[config.mk]
export PLATFORM = sky130hd
export DESIGN_NAME = pss_sequencer
export DESIGN_NICKNAME = d
export VERILOG_FILES = /design/src/hw/pss_pkg.sv /design/src/hw/pss_sequencer.sv
export SDC_FILE = /design/constraint.sdc
export NUM_CORES = 1
export LEC_CHECK = 0
export BUFFER_PORTS_ARGS = -buffer_cell sky130_fd_sc_hd__clkbuf_2
export CAP_MARGIN = 10
export CORE_ASPECT_RATIO = 1.75
export CORE_MARGIN = 3
export CORE_UTILIZATION = 55
export DETAILED_ROUTE_END_ITERATION = 8
export MAX_ROUTING_LAYER = met4
export PLACE_DENSITY = 0.75
export SYNTH_ARGS = -nofsm -noshare
export SYNTH_HDL_FRONTEND = slang
export SYNTH_SLANG_ARGS = --single-unit
[constraint.sdc]
create_clock -name ref_clk_in -period 3.2 [get_ports ref_clk_in]
set_input_delay 0 -clock ref_clk_in [delete_from_list [all_inputs] [get_ports ref_clk_in]]
set_output_delay 0 -clock ref_clk_in [all_outputs]
set_load 0.1 [all_outputs]
[src/hw/pss_pkg.sv]
// Purpose : shared constants for the pattern shift sequencer
// Assumes : 200 MHz system clock
// Notes   : timing counts derive from printed times and the clock rate
package pss_pkg;

    // ==========================================================
    // geometry and bus selector codes
    localparam int          STAGES       = 16;
    localparam int          HALF         = 8;
    localparam int          BUSES        = 3;
    localparam logic [1:0]  BUS_SEL_1    = 2'h0;
    localparam logic [1:0]  BUS_SEL_2    = 2'h1;
    localparam logic [1:0]  BUS_SEL_3    = 2'h2;

    // ==========================================================
    // timing
    localparam int          CLK_HZ       = 200_000_000;
    localparam int          TRIG_US      = 1000;
    localparam int          TRIG_CYCLES  = (CLK_HZ / 1_000_000) * TRIG_US;
    localparam int          DEBOUNCE_US  = 5000;
    localparam int          DEB_CYCLES   = (CLK_HZ / 1_000_000) * DEBOUNCE_US;
    localparam int          CNT_W        = 24;

    // ==========================================================
    // reset values
    localparam logic [15:0] STAGE_RST    = 16'h0000;
    localparam logic [CNT_W-1:0] CNT_RST = 24'h000000;

endpackage : pss_pkg

[src/hw/pss_sequencer.sv]
// Purpose : sixteen-stage recirculating pattern register with gate buses
// Assumes : all switch inputs are static levels; pins are asynchronous
// Notes   : analog voltage, glide and range circuits are not modelled
// Notes   : buttons are debounced, jack inputs pass two sync flops
`timescale 1ns/1ps
`default_nettype none

// How it works
// - split mode: stages 1-8 recirculate alone
// - split mode: stages 9-16 recirculate alone
// - enable low freezes all stages on clocks
// - manual load copies switches into stages
// - split mode: invert option feeds stage 16 inverse to 9
// - manual step advances once regardless of enable
// - each stage routed to bus; bus active if set
// - master gate pulses when any bus active
// - merge holds bus high across active steps
// - bus-1 reload reloads at bus-1 stage
// - external load edge reloads, restart step one
// - external load ignored when disabled
// - random mode loads stage 1 from comparator
// - random bits shift through stages 1-16, 1-8 if split
// - random indicator follows the comparator
// - every bus trigger gives 1 ms pulse
// - gate output high while clock high, active
// - full mode: one sixteen-stage ring
module pss_sequencer #(
    parameter int TRIG_COUNT = pss_pkg::TRIG_CYCLES,
    parameter int DEB_COUNT  = pss_pkg::DEB_CYCLES
) (
    input  wire logic        ref_clk_in,
    input  wire logic        rst_in,
    input  wire logic        ext_clock_in,
    input  wire logic        ext_load_in,
    input  wire logic        random_cmp_in,
    input  wire logic        load_button_in,
    input  wire logic        step_button_in,
    input  wire logic [15:0] pattern_switch_in,
    input  wire logic [31:0] bus_select_in,
    input  wire logic [2:0]  merge_enable_in,
    input  wire logic        split_ring_select_in,
    input  wire logic        invert_second_in,
    input  wire logic        clock_enable_in,
    input  wire logic        bus1_reload_in,
    input  wire logic        ext_load_enable_in,
    input  wire logic        random_mode_in,
    output logic      [15:0] stage_out,
    output logic      [2:0]  bus_gate_out,
    output logic             master_gate_out,
    output logic      [2:0]  bus_trig_out,
    output logic             master_trig_out,
    output logic             clock_led_out,
    output logic             random_led_out
);

    // counter width shared by the debounce and trigger timers
    localparam int CW = pss_pkg::CNT_W;

    // ==========================================================
    // elaboration checks
    initial
    begin
        if (TRIG_COUNT < 1 || TRIG_COUNT >= (1 << CW))
            $error("trigger count out of range");
        if (DEB_COUNT < 1 || DEB_COUNT >= (1 << CW))
            $error("debounce count out of range");
        if (pss_pkg::HALF * 2 != pss_pkg::STAGES)
            $error("ring halves must tile the register");
        if (pss_pkg::BUSES != 3)
            $error("bus decode serves three buses only");
    end

    // ==========================================================
    // all state in one struct: sync chains, debounce, ring, buses
    typedef struct packed {
        logic [2:0]    sync1;     // first sync stage: clk, load, cmp
        logic [2:0]    sync2;     // second sync stage
        logic [2:0]    sync_d;    // delayed for edge detection
        logic [1:0]    btn1;      // button first sync stage
        logic [1:0]    btn2;      // button second sync stage
        logic [1:0]    btn_st;    // debounced button level
        logic [CW-1:0] deb0;
        logic [CW-1:0] deb1;
        logic [15:0]   stages;
        logic [3:0]    bus_act;   // master, 3, 2, 1 activity latched
        logic [CW-1:0] trig0;
        logic [CW-1:0] trig1;
        logic [CW-1:0] trig2;
        logic [CW-1:0] trigm;
        logic [2:0]    gate;
        logic          mgate;
        logic          cmp;
    } pss_state_s;

    pss_state_s st_reg;
    pss_state_s st_next;

    logic [15:0] shifted;
    logic [3:0]  act_now;
    logic        clk_rise;
    logic        clk_lvl;
    logic        load_rise;
    logic        load_press;
    logic        step_press;
    logic        fb1;
    logic        fb9;
    logic        hit_bus1;
    logic [15:0] stage_bus1;

    // ==========================================================
    // per-stage bus decode
    // bus-1 membership per stage, used only by the reload test
    genvar gi;
    generate
        for (gi = 0; gi < pss_pkg::STAGES; gi++)
        begin : g_dec
            assign stage_bus1[gi] = (bus_select_in[2*gi +: 2] == pss_pkg::BUS_SEL_1);
        end
    endgenerate

    // ==========================================================
    // bus activity from stage contents and routing
    // selector code 3 leaves a stage off every bus
    always_comb
    begin
        act_now = 4'h0;
        for (int i = 0; i < pss_pkg::STAGES; i++)
        begin
            if (st_reg.stages[i])
            begin
                if (bus_select_in[2*i +: 2] == pss_pkg::BUS_SEL_1)
                    act_now[0] = 1'b1;
                else if (bus_select_in[2*i +: 2] == pss_pkg::BUS_SEL_2)
                    act_now[1] = 1'b1;
                else if (bus_select_in[2*i +: 2] == pss_pkg::BUS_SEL_3)
                    act_now[2] = 1'b1;
            end
        end
        act_now[3] = |act_now[2:0];
    end

    // ==========================================================
    // ring feedback and shift
    // stage k sits in bit k-1; split mode breaks the chain at 8/9
    // and closes each half on itself; random mode replaces only
    // the stage 1 feed, so in split mode the second half keeps its own ring
    always_comb
    begin
        if (random_mode_in)
            fb1 = st_reg.cmp;
        else if (split_ring_select_in)
            fb1 = st_reg.stages[7];
        else
            fb1 = st_reg.stages[15];
        if (split_ring_select_in)
            fb9 = invert_second_in ? ~st_reg.stages[15]
                                   : st_reg.stages[15];
        else
            fb9 = st_reg.stages[7];
        shifted = {st_reg.stages[14:8], fb9, st_reg.stages[6:0], fb1};
    end

    // ==========================================================
    // input edges and presses
    assign clk_lvl    = st_reg.sync2[0];
    assign clk_rise   = st_reg.sync2[0] & ~st_reg.sync_d[0];
    assign load_rise  = st_reg.sync2[1] & ~st_reg.sync_d[1] & ext_load_enable_in;
    // one clock edge per pin rise, seen after the two sync flops
    // reload is judged on where the bits would land, not where they are
    assign hit_bus1   = bus1_reload_in && |(shifted & stage_bus1);

    // ==========================================================
    // next-state logic
    always_comb
    begin
        st_next        = st_reg;
        st_next.sync1  = {random_cmp_in, ext_load_in, ext_clock_in};
        st_next.sync2  = st_reg.sync1;
        st_next.sync_d = st_reg.sync2;
        st_next.cmp    = st_reg.sync2[2];
        st_next.btn1   = {step_button_in, load_button_in};
        st_next.btn2   = st_reg.btn1;
        // pins pass two flops before any edge or level is read
        // debounce: level must differ for the whole count to flip;
        // the long count trades button feel for immunity to bounce
        if (st_reg.btn2[0] == st_reg.btn_st[0])
        begin
            st_next.deb0 = pss_pkg::CNT_RST;
        end
        else if (st_reg.deb0 == CW'(DEB_COUNT - 1))
        begin
            st_next.deb0      = pss_pkg::CNT_RST;
            st_next.btn_st[0] = st_reg.btn2[0];
        end
        else
        begin
            st_next.deb0 = st_reg.deb0 + 1'b1;
        end
        if (st_reg.btn2[1] == st_reg.btn_st[1])
        begin
            st_next.deb1 = pss_pkg::CNT_RST;
        end
        else if (st_reg.deb1 == CW'(DEB_COUNT - 1))
        begin
            st_next.deb1      = pss_pkg::CNT_RST;
            st_next.btn_st[1] = st_reg.btn2[1];
        end
        else
        begin
            st_next.deb1 = st_reg.deb1 + 1'b1;
        end

        // a press is the debounced level rising; read from the next
        // value so the action lands on the edge the level flips
        load_press = !st_reg.btn_st[0] && st_next.btn_st[0];
        step_press = !st_reg.btn_st[1] && st_next.btn_st[1];

        // stage update: load beats step beats clock; a load that meets
        // a clock edge wins so the pattern restarts cleanly at step one
        if (load_press || load_rise)
            st_next.stages = pattern_switch_in;
        else if (step_press)
            st_next.stages = shifted;
        else if (clk_rise && clock_enable_in)
        begin
            if (hit_bus1)
                st_next.stages = pattern_switch_in;
            else
                st_next.stages = shifted;
        end

        // activity latched at clock rise so gates follow the step;
        // freezing clears it so no gate hangs high while clocks are ignored
        if (clk_rise && clock_enable_in)
            st_next.bus_act = act_now;
        else if (!clock_enable_in)
            st_next.bus_act = 4'h0;

        // gates: clock high during active step, merged buses hold
        // merge hides the clock level, the master never merges
        for (int b = 0; b < pss_pkg::BUSES; b++)
        begin
            st_next.gate[b] = st_next.bus_act[b] &
                              (st_reg.sync2[0] | merge_enable_in[b]);
        end
        st_next.mgate = st_next.bus_act[3] & st_reg.sync2[0];

        // trigger counters restart on each gate rise; a rise during a
        // running pulse restarts it rather than adding a second one
        if (st_next.gate[0] && !st_reg.gate[0])
            st_next.trig0 = CW'(TRIG_COUNT);
        else if (st_reg.trig0 != pss_pkg::CNT_RST)
            st_next.trig0 = st_reg.trig0 - 1'b1;
        if (st_next.gate[1] && !st_reg.gate[1])
            st_next.trig1 = CW'(TRIG_COUNT);
        else if (st_reg.trig1 != pss_pkg::CNT_RST)
            st_next.trig1 = st_reg.trig1 - 1'b1;
        if (st_next.gate[2] && !st_reg.gate[2])
            st_next.trig2 = CW'(TRIG_COUNT);
        else if (st_reg.trig2 != pss_pkg::CNT_RST)
            st_next.trig2 = st_reg.trig2 - 1'b1;
        if (st_next.mgate && !st_reg.mgate)
            st_next.trigm = CW'(TRIG_COUNT);
        else if (st_reg.trigm != pss_pkg::CNT_RST)
            st_next.trigm = st_reg.trigm - 1'b1;
    end

    // ==========================================================
    // state register; stages cleared at reset, operator loads anyway
    // synchronous reset only, so every flop sees one clean edge
    // and no reset path races the pin synchronisers
    always_ff @(posedge ref_clk_in)
    begin
        if (rst_in)
        begin
            st_reg        <= '0;
            st_reg.stages <= pss_pkg::STAGE_RST;
        end
        else
            st_reg <= st_next;
    end

    // ==========================================================
    // outputs from flip-flops; trigger outputs decode their counters
    assign stage_out       = st_reg.stages;
    assign bus_gate_out    = st_reg.gate;
    assign master_gate_out = st_reg.mgate;
    // trigger is high while its counter runs, so width is exact
    assign bus_trig_out[0] = st_reg.trig0 != pss_pkg::CNT_RST;
    assign bus_trig_out[1] = st_reg.trig1 != pss_pkg::CNT_RST;
    assign bus_trig_out[2] = st_reg.trig2 != pss_pkg::CNT_RST;
    // clock led shows the synchronised level even while frozen
    assign master_trig_out = st_reg.trigm != 0;
    assign clock_led_out   = clk_lvl;
    assign random_led_out  = st_reg.cmp;

endmodule : pss_sequencer

`default_nettype wire

**Word-level counts from Yosys, hierarchy flattened**

Index checks and enable logic that the tools add are counted.

- Memories kept: 0
- Memory bits (read-only): 0
- Word-level logic and storage cells: 243
- Input bits: 64
- Memory bits (writable): 0
- Latch bits: 0
- Bits in registers: 183

- $lt $le $gt $ge: 0
- Multiplexer cells: 118
- Shifts and indexed selects: 0
- Multipliers: 0
- Divide/modulo/power cells: 0
- Reduce and logical (&&, ||, !) cells: 48
- Equal/unequal tests: 36
- $add $sub $neg: 6
- Bitwise operators: 14

Operators with widths:

| cell | number |
|---|---|
| 2-to-1 mux 18 bit | 8 |
| nonzero test 24 bit | 4 |
| subtractor 24 x 1 -> 24 bit, second input constant | 4 |
| 2-to-1 mux 1 bit | 72 |
| 2-to-1 mux 16 bit | 4 |
| adder 24 x 1 -> 24 bit, second input constant | 2 |
| == test 24 x 20 -> 1 bit, second input constant | 2 |
| 2-to-1 mux 3 bit | 16 |
| == test 2 x 1 -> 1 bit, second input constant | 16 |
| == test 2 bit, second input constant | 16 |
| logical NOT 2 bit | 16 |
| 2-to-1 mux 2 bit | 16 |
| AND 16 bit | 1 |
| OR reduction 16 bit | 1 |
| OR reduction 3 bit | 3 |
| logical AND 1 bit | 8 |
| 2-to-1 mux 4 bit | 2 |
| nonzero test 2 bit | 4 |
| OR reduction 2 bit | 4 |
| AND 1 bit | 7 |
| logical NOT 1 bit | 6 |
| NOT 1 bit | 3 |
| OR 1 bit | 3 |
| nonzero test 3 bit | 1 |
| other kinds (2) | 3 |

**Depth between registers and ports, before layout**

Gate-level depths: netlist (run 1).

- Depth in word-level cells: 70
- Mapped depth: 10
- Depth with buffers taken out: 9

**Worst setup path before layout (run 1)**

No wires, ideal clock.

- Path kind: register to register
- Start point: register st_reg[71] (netlist bit)
- End point: register st_reg[64] (netlist bit)
- Arrival: 2.722 ns
- Slack: 0.349 ns
- Path buffers: 0
- Stages on the path, launching flop included: 8
- Period minus slack after synthesis: 2.851 ns
- Setup time: 0.129 ns
- Data required time: 3.071 ns
- Path through: dfxtp_1 > or4_1 > nor4b_2 > nand4_2 > and2_1 > nand3_1 > xor2_1 > o21ai_1

- Cells in the longest elaborated chain, start to end: 2

Ends and longest elaborated chain:

| item | RTL line | text |
|---|---|---|
| from (decl) | pss_sequencer.sv:95 | `pss_state_s st_reg;` |
| from (signal assigned) | pss_sequencer.sv:280 | `st_reg <= st_next;` |
| nonzero test 24 bit | -- |  |
| named net bus_trig_out[1] | pss_sequencer.sv:50 | `output logic [2:0] bus_trig_out,` |
| nonzero test 2 bit (no source line) | -- |  |

The timed path passes the listed nets, and every way through them passes these cells.
A chain may end at the register's enable or synchronous reset.

**Worst setup path after layout (run 1)**

- Start point: register st_reg[121] (netlist bit)
- End point: register st_reg, in the netlist stage_out[7]

- Cells in the longest elaborated chain, start to end: 6
- Elaborated cells between the ends (all ways): 7

Ends and longest elaborated chain:

| item | RTL line | text |
|---|---|---|
| == test 24 x 20 -> 1 bit * | pss_sequencer.sv:203 | `else if (st_reg.deb1 == CW'(DEB_COUNT - 1))` |
| 2-to-1 mux 1 bit * | pss_sequencer.sv:203 |  |
| 2-to-1 mux 1 bit * | pss_sequencer.sv:199 | `if (st_reg.btn2[1] == st_reg.btn_st[1])` |
| logical AND 1 bit * | pss_sequencer.sv:216 | `step_press = !st_reg.btn_st[1] && st_next.btn_st[1];` |
| 2-to-1 mux 16 bit | pss_sequencer.sv:222 | `else if (step_press)` |
| 2-to-1 mux 16 bit | pss_sequencer.sv:220 | `if (load_press \|\| load_rise)` |

Mark *: on every way between the ends. The rest lies on a longest branch, timed or not.

==> results.md, run 1 <==
* Capturing point of the worst reg2reg path: stage_out[7]$_SDFFE_PP0P_
* Clock Tree Buf Depth at 2
* Dominant cell type by area after synthesis: dfxtp_1
* Core ar. at 15500 um^2
* Outcome: complete, no violations
* Detailed-route wire length per cell at 15.5 um
* Fin nets at 1172
* Clk_lat worst skew at 430 ps
* # fillers at 1294
* Synthesized net count at 1086
* Slew HR at 24.8%
* Synth cell types at 57
* Total number of vias at 7397
* Hold-fix buffers at CTS at 23
* ANT cells at 0
* TritonCTS clock tree: yes
* Leak pwr at 3.79 nW
* Share of layout cells above drive strength 1 at 13.7%
* Top post-synthesis cells by area: dfxtp_1 42%, nor2_1 8.2%, xnor2_1 6.2%, xor2_1 5.1%, nand3b_1 3.4%
* CP Data Arrival Time at 3070 ps
* Unrepaired setup endpoints after global routing: no
* Worst R2R Start: st_reg[121]$_SDFF_PP0_
* P_sw at 3.85 mW
* Post-route clock skew at between 10 and 15 ps
* Hpwl dp at 14800 um
* Slew Limit Fails at 0
* End point of the critical path: stage_out[7]$_SDFFE_PP0P_
* Primary FF master, synth: dfxtp_1
* DRT Wirelength at 20100 um
* Power Internal at 5.65 mW
* Largest net degree at the start of global routing at 33
* Fraction of registers with async set/reset at 0%
* Port Buffers at around 90
* Placed insts at 1246
* Final core occ at 64.7%
* Num CTS Buffers at 17
* Post-synthesis mux area share at 2.31%
* Sw Share at 40.5%
* Yosys warning total at 0
* Vias/cell at 5.69
* Die area at 17600 um^2
* Combinational power share at between 40% and 50%
* Clk sinks at 183
* Adder-cell share of the synthesized area at 0.855%
* Crit-path max FO at 18
* Grt ovf at 0
* PD cells at 945 nW/um^2
* Setup_tns at 0 ps
* Detail Route Antenna Nets at 0
* Starting Density at a little under three fifths
* Setup crit end kind: register
* Setup CP Type: register to register
* Sequential element share of the synthesized area at 41.7%
* Cell Area, Placed at 9220 um^2
* Final Hold Fails at 0
* H-Tree Level Count at 4
* Chip width at slightly above 100 um
* GRT Total Usage at roughly a quarter
* Largest family of logic cells by synthesized area: simple AND/OR/NAND/NOR gates
* Hold WC Path Type: input port to register
* Worst Path Required at 3520 ps
* Syn Inst Count at 1016
* Period utilization at 86.0%
* Setup violations, final at 0
* Final Instance Area at 10100 um^2
* Area Overhead vs Synth at 14.5%
* XOR/XNOR Fraction of Synth Area at a little under an eighth
* Max reg flops at ~150
* Maximum vdd drop at 0.457 mV
* Initial antenna violation count at 0
* Setup bufs post-CTS at 0
* Drt initial violations at between 200 and 300
* Reg2Reg Setup Slack at 450 ps
* F_max at 363 MHz
* GP Congestion at 0.909
* Pre-Repair DR Iteration Count at 4
* Post-synthesis simple-gate area fraction at 31.9%
* Setup ws final at ~450 ps
* Mapped Avg Cell Area at around 8.6 um^2
* Rows at 60
* Die H at around 170 um
* Yosys reg bits at 183
* Total power at around 9.5 mW
* First-pass GRT wire length at 33500 um
* Post-CTS sizing at 0
* Residual DRC count at 0
* Clock root cell: clkbuf_16
* Worst hold slack at 27.4 ps
* Post-Syn Area at a little under 9000 um^2
* Critical Path Start: st_reg[121]$_SDFF_PP0_
* Clk pwr share at 22.8%
* IO Pins at 90
* Seq pwr share at 34.7%
* Setup WS pre-CTS at 449 ps
* Total of max-cap violations at 0
* Cell depth of the worst flop-to-flop path at 7
* Vias in the first global route at between 7000 and 8000
* Synth Area in Compound Gates at 7.49%
* Minimum clock period at 2750 ps
* Clock-pin slew on the worst setup and hold paths at roughly 80 ps
* Slew @ Worst Pin at between 1000 and 1500 ps
* Fin cells at around 1300
* Post-synth EDFFs at 0
* Setup crit start kind: register
* Post-synth top area share at 41.7%
-- layout make-up --
type / count / area [um^2] / area share [%]
multi-input cells: 757 / 4730 / 47.1
flip-flops and latches: 183 / 3660 / 36.4
clock inverters: 15 / 181 / 1.80
repair buffers: 119 / 728 / 7.24
well taps: 186 / 233 / 2.31
inverters: 24 / 90.1 / 0.896
clock buffers: 17 / 425 / 4.23
-- layer usage --
layer	global-route usage (%)	wire (um)	vias to the layer above
li1	-	-	3689
met1	24.6	7750	3491
met2	42.7	10800	147
met3	4.40	714	70
met4	12.1	856	0
met5	-	0	-
-- power by group through the flow --
stage	clock, mW	sequential (mW)	combinational, mW
2_1_floorplan	0	3.23	3.41
3_3_place_gp	0	3.32	3.92
3_5_place_dp	0	3.33	3.98
4_1_cts	2.20	3.29	4.06
5_1_grt	2.29	3.37	4.51
6_report	2.16	3.29	4.04
-- cells in the mapped netlist, drive strengths merged (3+ instances only) --
master	n
and2	6
clkbuf	26
xnor2	62
nor4b	3
and4	8
nand3b	40
nor2b	22
nand4	20
ha	6
xor2	51
dfxtp	183
a21oi	31
nor2	191
nand2b	13
nor3b	16
nor3	34
mux2i	18
o31ai	3
nand3	34
a31oi	9
and3	12
nand2	47
a22oi	7
nand4b	4
or3	22
o21ai	19
inv	24
or4	14
buf	26
o21a	4
nor4	24
a211oi	21
-- cells in the final DEF (no fill, tap or decap), drive strengths merged, types with 4 or more instances in the layout --
cell type,netlist,routed
a211oi,21,21
a21oi,31,31
a22oi,7,7
a31oi,9,9
and2,6,6
and3,12,12
and4,8,8
buf,26,7
clkbuf,26,106
clkinvlp,0,4
dfxtp,183,183
dlygate4sd3,0,23
ha,6,6
inv,24,33
mux2i,18,18
nand2,47,47
nand2b,13,13
nand3,34,34
nand3b,40,40
nand4,20,20
nand4b,4,4
nor2,191,191
nor2b,22,22
nor3,34,34
nor3b,16,16
nor4,24,24
o21a,4,4
o21ai,19,19
or3,22,22
or4,14,14
xnor2,62,62
xor2,51,51
-- worst max-delay path, cell delays in order, from the launching register on --
cell and delay [ps]:
dfxtp_1 350, ha_1 250, and3_1 210, and4_1 210, and3b_1 210, o21ai_2 880
mux2i_1 260, a211oi_1 280
-- kinds of logic (layout without fill, tap and decap cells) --
logic type,Yosys count,in the layout
simple gates,517,517
flops,183,183
mux,20,20
fa+ha+maj,6,6
compound gates,101,101
xor+xnor,113,113
buf+inv,76,175
-- worst min path at each step --
stage / depth (start not counted) / slack, ps / endpoint / start
after global placement: 2 / 210 / st_next[180]$_SDFF_PP0_ / random_cmp_in
after CTS: 4 / 5 / st_reg[101]$_SDFF_PP0_ / clock_enable_in
after detailed placement: 2 / 220 / st_next[171]$_SDFF_PP0_ / load_button_in
after floorplan: 1 / 130 / st_next[171]$_SDFF_PP0_ / load_button_in
final: 4 / 30 / st_reg[101]$_SDFF_PP0_ / clock_enable_in
after global routing: 3 / 30 / stage_out[7]$_SDFFE_PP0P_ / pattern_switch_in[7]
(Power assumes the default switching activity.)
==> inputs of run 2 (changes only) <==
- ABC_AREA: not set -> 1
- PLACE_DENSITY: 0.75 -> 0.74
==> run 2 against run 1 <==
Effect of this change:
- area after synthesis up 18%
- core utilization shrank 0.83 points
- flip-flop and latch count stayed put
- worst hold slack improved by 61 ps
- design area up 16%
- die area grew 17%
- largest power group unchanged
- largest cell class unchanged
- fmax grew 19%
- synthesized cell count rose by 51%
- routed wire length is 26% higher
- sequential power about the same
- final cell count increased by 44%
- critical path depth unchanged
==> results.md, run 2 <==
* Setup crit end kind: output pin (was register)
* Post-route clock skew at 8.51 ps (was 13.2 ps)
* Num CTS Buffers at 17 (unchanged)
* Clk sinks at 183 (unchanged)
* Setup_tns at 0 ps (unchanged)
* Post-synth top area share at 35.3% (was 41.7%)
* Count leader, synth: nand2_1 (was nor2_1)
* Hold-fix buffers at CTS at 25 (was 23)
* CP max-delay cell: clkbuf_2 (was o21ai_2)
* Setup violations, final at 0 (unchanged)
* Met2 usage at 47.7% (was 42.7%)
* Slowest stage delay, CP at 430 ps (was 880 ps)
* ANT cells at 0 (unchanged)
* Sequential element share of the synthesized area at 35.3% (was 41.7%)
* Initial antenna violation count at 0 (unchanged)
* Unrepaired setup endpoints after global routing: no (unchanged)
* GR peak layer: met2 (unchanged)
* Dominant cell type by area after synthesis: dfxtp_1 (unchanged)
* Vias/cell at 5.23 (was 5.69)
* Outcome: complete, no violations (unchanged)
* Fraction of registers with async set/reset at 0% (unchanged)
* Top post-synthesis cells by area: dfxtp_1 35%, nand2_1 12%, nor2_1 10%, inv_1 7.2%, nand3_1 6.1% (was dfxtp_1 42%, nor2_1 8.2%, xnor2_1 6.2%, xor2_1 5.1%, nand3b_1 3.4%)
* Post-synth EDFFs at 0 (unchanged)
* DRT Wirelength at 25300 um (was 20100 um)
* Rows at 65 (was 60)
* Leak pwr at 5.45 nW (was 3.79 nW)
* Slew @ Worst Pin at 991 ps (was 1130 ps)
* Met1 usage at 28.3% (was 24.6%)
* Hold WC Path Type: input port to register (unchanged)
* Minimum clock period at 2310 ps (was 2750 ps)
* Yosys reg bits at 183 (unchanged)
* Clock root cell: clkbuf_16 (unchanged)
* Synth cell types at 53 (was 57)
* Detailed-route wire length per cell at 13.5 um (was 15.5 um)
* Fin cells at 1878 (was 1301)
* F_max at 433 MHz (was 363 MHz)
* Slew Limit Fails at 0 (unchanged)
* Yosys warning total at 0 (unchanged)
* Final Hold Fails at 0 (unchanged)
* Maximum vdd drop at 0.736 mV (was 0.457 mV)
* H-Tree Level Count at 4 (unchanged)
* Fin nets at 1701 (was 1172)
* PD cells at 931 nW/um^2 (was 945 nW/um^2)
* Pre-Repair DR Iteration Count at 7 (was 4)
* Share of layout cells above drive strength 1 at 13.6% (was 13.7%)
* Grt ovf at 0 (unchanged)
* Total number of vias at 9829 (was 7397)
* GP Congestion at 0.968 (was 0.909)
* Drt initial violations at 418 (was 261)
* Period utilization at 72.1% (was 86.0%)
* Die H at 188 um (was 173 um)
* CP Data Arrival Time at 2310 ps (was 3070 ps)
* Area Overhead vs Synth at 12.7% (was 14.5%)
* # fillers at 1763 (was 1294)
* Register area at 3660 um^2 (unchanged)
* Synthesized net count at 1608 (was 1086)
* Mapped Avg Cell Area at 6.74 um^2 (was 8.64 um^2)
* Chip width at 110 um (was 102 um)
* Setup CP Type: register to output pin (was register to register)
* Slew HR at 33.9% (was 24.8%)
* Placed insts at 1821 (was 1246)
* Core ar. at 18300 um^2 (was 15500 um^2)
* Syn Inst Count at 1538 (was 1016)
* Clock-pin slew on the worst setup and hold paths at 70 ps (was 80 ps)
* GRT Total Usage at 26.8% (was 24.1%)
* Largest net degree at the start of global routing at 44 (was 33)
* Clock Tree Buf Depth at 2 (unchanged)
* Worst hold slack at 88.1 ps (was 27.4 ps)
* Total of max-cap violations at 0 (unchanged)
* Setup bufs post-CTS at 0 (unchanged)
* Hpwl dp at 19200 um (was 14800 um)
* Met3 usage at 3.82% (was 4.40%)
* Post-Syn Area at 10400 um^2 (was 8780 um^2)
* Port Buffers at 89 (unchanged)
* Synth cell count leaders: 320 x nand2_1, 281 x nor2_1, 198 x inv_1 (was 191 x nor2_1, 183 x dfxtp_1, 62 x xnor2_1)
* Crit-path max FO at 5 (was 18)
* Die area at 20600 um^2 (was 17600 um^2)
* TritonCTS clock tree: yes (unchanged)
* Detail Route Antenna Nets at 0 (unchanged)
* Max reg flops at 154 (unchanged)
* Vias in the first global route at 9750 (was 7280)
* IO Pins at 90 (unchanged)
* First-pass GRT wire length at 43700 um (was 33500 um)
* Residual DRC count at 0 (unchanged)
* Post-CTS sizing at 0 (unchanged)
* Starting Density at 56.6% (was 56.5%)
* Primary FF master, synth: dfxtp_1 (unchanged)
* Setup crit start kind: register (unchanged)
* Crit path cell chain: inv_1 -> ha_1 -> nand2_1 -> nor2_1 -> nand3_1 -> or2_1 -> clkbuf_2 (was ha_1 -> and3_1 -> and4_1 -> and3b_1 -> o21ai_2 -> mux2i_1 -> a211oi_1)
* Commonest non-fill, non-tap cell in the layout: nand2_1 (was nor2_1)
* Worst Path Required at 3200 ps (was 3520 ps)
* Most frequent cells in the layout: 320 x nand2_1, 281 x nor2_1, 198 x inv_1 (was 191 x nor2_1, 183 x dfxtp_1, 89 x clkbuf_2)
* Area of the multi-input gates at 5620 um^2 (was 4730 um^2)
* Total power at 10.9 mW (was 9.50 mW)
* Clk_lat worst skew at 430 ps (about the same)
-- run 2: cell count changes after synthesis, sizes merged, moves of 34 or more --
cell / previous run / this run
nor2: 191 / 304
nand3: 34 / 131
nand3b: 40 / 6
inv: 24 / 204
a21oi: 31 / 74
nand2: 47 / 349
-- run 2: cell type report --
cell class	instances	share of cell area (%)
Sequential cell	183	31.3
Clock inverter	13	1.66
Inverter	206	6.64
Clock buffer	19	3.70
Timing Repair Buffer	116	6.08
Tap cell	234	2.51
Multi-Input combinational cell	1107	48.1
-- run 2: path summary, 6_finish.rpt --
kind	cells after the start	slack, ps	from	end
worst max-delay path	7	890	st_reg[5]$_SDFFE_PP0P_	master_trig_out
worst min-delay path	7	90	random_mode_in	stage_out[0]$_SDFFE_PP0P_
worst max register to register	10	1110	st_reg[121]$_SDFF_PP0_	st_reg[143]$_SDFF_PP0_
worst min register to register	2	410	st_next[179]$_SDFF_PP0_	st_next[176]$_SDFF_PP0_
-- run 2: cell families after synthesis --
logic type / share of synthesized area, %
and+or+nand+nor: 41.2
buffers and inverters: 10.5
adders and majority gates: 0.724
muxes: 0.0966
AOI/OAI and AO/OA: 6.04
xor gates and xnor gates: 6.16
DFF: 35.3
-- run 2: report_power, final --
group          internal [mW]  total, mW  switching, mW  leakage [nW]
registers               2.78       3.28          0.499          1.49
clock network           1.32       2.25          0.929         0.297
logic                   1.90       5.35           3.45          3.67
-- run 2: per-layer routing --
metal	part of all wire, %	up-vias
li1	-	5041
met1	40	4498
met2	53	205
met3	2.6	85
met4	4.3	0
met5	0	-
-- run 2: worst max-delay path: cells and delay by family, from the launching register on --
| kind | cells | cell delay (ps) |
|---|---|---|
| and+or+nand+nor | 4 | 710 |
| DFF | 1 | 340 |
| buffers and inverters | 2 | 580 |
| adders and majority gates | 1 | 240 |
-- run 2: per-stage QoR --
step / setup slack, ps / utilization (%) / area (um^2)
2_1_floorplan: 652 / - / 10400
3_3_place_gp: 1160 / 59.1 / 10800
3_5_place_dp: 1100 / 59.1 / 10800
4_1_cts: 874 / 63.9 / 11700
5_1_grt: 686 / 63.9 / 11700
6_report: 893 / 63.9 / 11700
==> inputs of run 3 (changes only) <==
- clock period: 3.2 -> 2.4 ns (I/O delays scaled with it)
==> run 3 against run 2 <==
Effect of this change:
- combinational power grew 36%
- count of clock-buffer cells in the layout unchanged
- critical path depth stayed put
- clock power increased by 28%
- non-clock buffer count increased by 7
- core utilization increased by 0.34 points
- global-route usage increased by 0.21 points
- critical endpoint unchanged
- largest cell class unchanged
==> results.md, run 3 (same netlist as run 2, synthesis figures left out) <==
* CP Buf/Inv Count at 2 (unchanged)
* Vias in the first global route at 9682 (was 9750)
* Largest delay share family, worst path: simple AND/OR/NAND/NOR gates (unchanged)
* Port Buffers at 89 (unchanged)
* Worst Hold Depth at 7 (unchanged)
* Unrepaired setup endpoints after global routing: no (unchanged)
* Setup violations, final at 0 (unchanged)
* Post-route clock skew at 11.5 ps (was 8.51 ps)
* Routed metal-1 wirelength at 10300 um (was 10100 um)
* First-pass GRT wire length at 43800 um (was 43700 um)
* Crit-path max FO at 5 (unchanged)
* Slew Limit Fails at 0 (unchanged)
* Detail Route Antenna Nets at 0 (unchanged)
* H-Tree Level Count at 4 (unchanged)
* Chip width at 110 um (unchanged)
* Total of max-cap violations at 0 (unchanged)
* Hold WC Path Type: input port to register (unchanged)
* CP max-delay cell: dfxtp_1 (was clkbuf_2)
* Period utilization at a little over nine tenths
* ANT cells at 0 (unchanged)
* Minimum clock period at 2300 ps
* CP Data Arrival Time at 2300 ps (was 2310 ps)
* Initial antenna violation count at 0 (unchanged)
* Pre-Repair DR Iteration Count at 5 (was 7)
* Maximum vdd drop at 0.977 mV (was 0.736 mV)
* Grt ovf at 0 (unchanged)
* Final core occ at 64.2% (was 63.9%)
* Starting Density at 56.6% (unchanged)
* Cell depth of the worst flop-to-flop path at 11 (was 10)
* Core ar. at 18300 um^2 (unchanged)
* Worst Path Required at 2400 ps (was 3200 ps)
* Clock root cell: clkbuf_16 (unchanged)
* PD cells at 1240 nW/um^2 (was 931 nW/um^2)
* Residual DRC count at 0 (unchanged)
* Register area at 3660 um^2 (about the same)
* Clk_lat worst skew at 440 ps (was 430 ps)
* Drt initial violations at 441 (was 418)
* Num CTS Buffers at 17 (unchanged)
* Setup crit start kind: register (unchanged)
* F_max at 435 MHz
* Crit path depth at 7 (unchanged)
* Setup_tns at 0 ps (unchanged)
* Rows at 65 (unchanged)
* Die H at 188 um (unchanged)
* Slew @ Worst Pin at 731 ps (was 991 ps)
* Vias/cell at 5.22 (was 5.23)
* Setup ws final at 103 ps (was 893 ps)
* DRT Wirelength at 26000 um (was 25300 um)
* Commonest non-fill, non-tap cell in the layout: nand2_1 (unchanged)
* Met3 wire len at 823 um (was 657 um)
* Clk sinks at 183 (unchanged)
* Setup WS pre-CTS at 322 ps (was 1100 ps)
* Clock-pin slew on the worst setup and hold paths at 70 ps (about the same)
* Leak pwr at 5.47 nW (was 5.45 nW)
* IO Pins at 90 (unchanged)
* Max reg flops at 154 (unchanged)
* Most frequent cells in the layout: 318 x nand2_1, 281 x nor2_1, 197 x inv_1 (was 320 x nand2_1, 281 x nor2_1, 198 x inv_1)
* # fillers at 1752 (was 1763)
* GRT Total Usage at 27.0% (was 26.8%)
* Outcome: complete, no violations (unchanged)
* Slowest stage delay, CP at 340 ps (was 430 ps)
* Setup CP Type: register to output pin (unchanged)
* Hpwl dp at 19700 um (was 19200 um)
* Die area at 20600 um^2 (unchanged)
* Crit path cell chain: inv_1 -> ha_1 -> nand2_1 -> nor2_1 -> nand3_1 -> or2_1 -> clkbuf_4 (was inv_1 -> ha_1 -> nand2_1 -> nor2_1 -> nand3_1 -> or2_1 -> clkbuf_2)
* Largest net degree at the start of global routing at 43 (was 44)
* Total number of vias at 9846 (was 9829)
* Final Hold Fails at 0 (unchanged)
* Met2 WL post-DR at 13800 um (was 13500 um)
* Clock Tree Buf Depth at 2 (unchanged)
* Slew HR at 51.2% (was 33.9%)
* Worst hold slack at 103 ps (was 88.1 ps)
* Area of the multi-input gates at 5640 um^2 (was 5620 um^2)
* GP Congestion at 0.945 (was 0.968)
* Top Layer Used: met4 (unchanged)
* TritonCTS clock tree: yes (unchanged)
* Share of layout cells above drive strength 1 at 14.2% (was 13.6%)
* Fin nets at 1708 (was 1701)
* Setup crit end kind: output pin (unchanged)
* Detailed-route wire length per cell at 13.8 um (was 13.5 um)
* Area Overhead vs Synth at 13.4% (was 12.7%)
-- run 3: final timing paths --
path	start	end	slack [ps]
max	st_reg[5]$_SDFFE_PP0P_	master_trig_out	100
min	random_mode_in	stage_out[0]$_SDFFE_PP0P_	100
max reg2reg	st_reg[121]$_SDFF_PP0_	st_reg[123]$_SDFF_PP0_	320
min reg2reg	st_next[179]$_SDFF_PP0_	st_next[176]$_SDFF_PP0_	410
-- run 3: final cells by class --
type / count / area share [%]
Clock inverter: 13 / 1.45
Clock buffer: 19 / 3.68
Sequential cell: 183 / 31.2
Multi-Input combinational cell: 1107 / 48.0
Tap cell: 234 / 2.49
Inverter: 206 / 6.60
Timing Repair Buffer: 123 / 6.54
-- run 3: metrics by stage --
step	area, um^2	std cells	power, mW
2_1_floorplan	10400	1538	10.2
3_3_place_gp	10900	1827	11.5
3_5_place_dp	10900	1827	11.6
4_1_cts	11700	1885	14.6
5_1_grt	11700	1885	15.7
6_report	11700	1885	14.5
-- run 3: per-layer routing --
layer	track usage, %	vias to the layer above
li1	-	5058
met1	28.7	4479
met2	47.8	225
met3	4.10	84
met4	12.9	0
met5	-	-
-- run 3: power by group --
| part | switching [mW] | internal [mW] |
|---|---|---|
| clock network | 1.24 | 1.65 |
| registers | 0.670 | 3.71 |
| logic | 4.65 | 2.61 |
-- run 3: what timing repair did --
action,4_1_cts,5_1_grt
hold buffers,26,0
hold endpoints to repair,26,0
setup buffers,0,0
endpoints found under the setup margin,1,2
gates resized for setup,1,2
-- run 3: worst min-delay path: stages --
cell and delay [ps]:
clkbuf_2 80, inv_1 50, nand3_1 90, nand2_1 70, nand3_1 70, nand2_1 80
a21oi_1 50
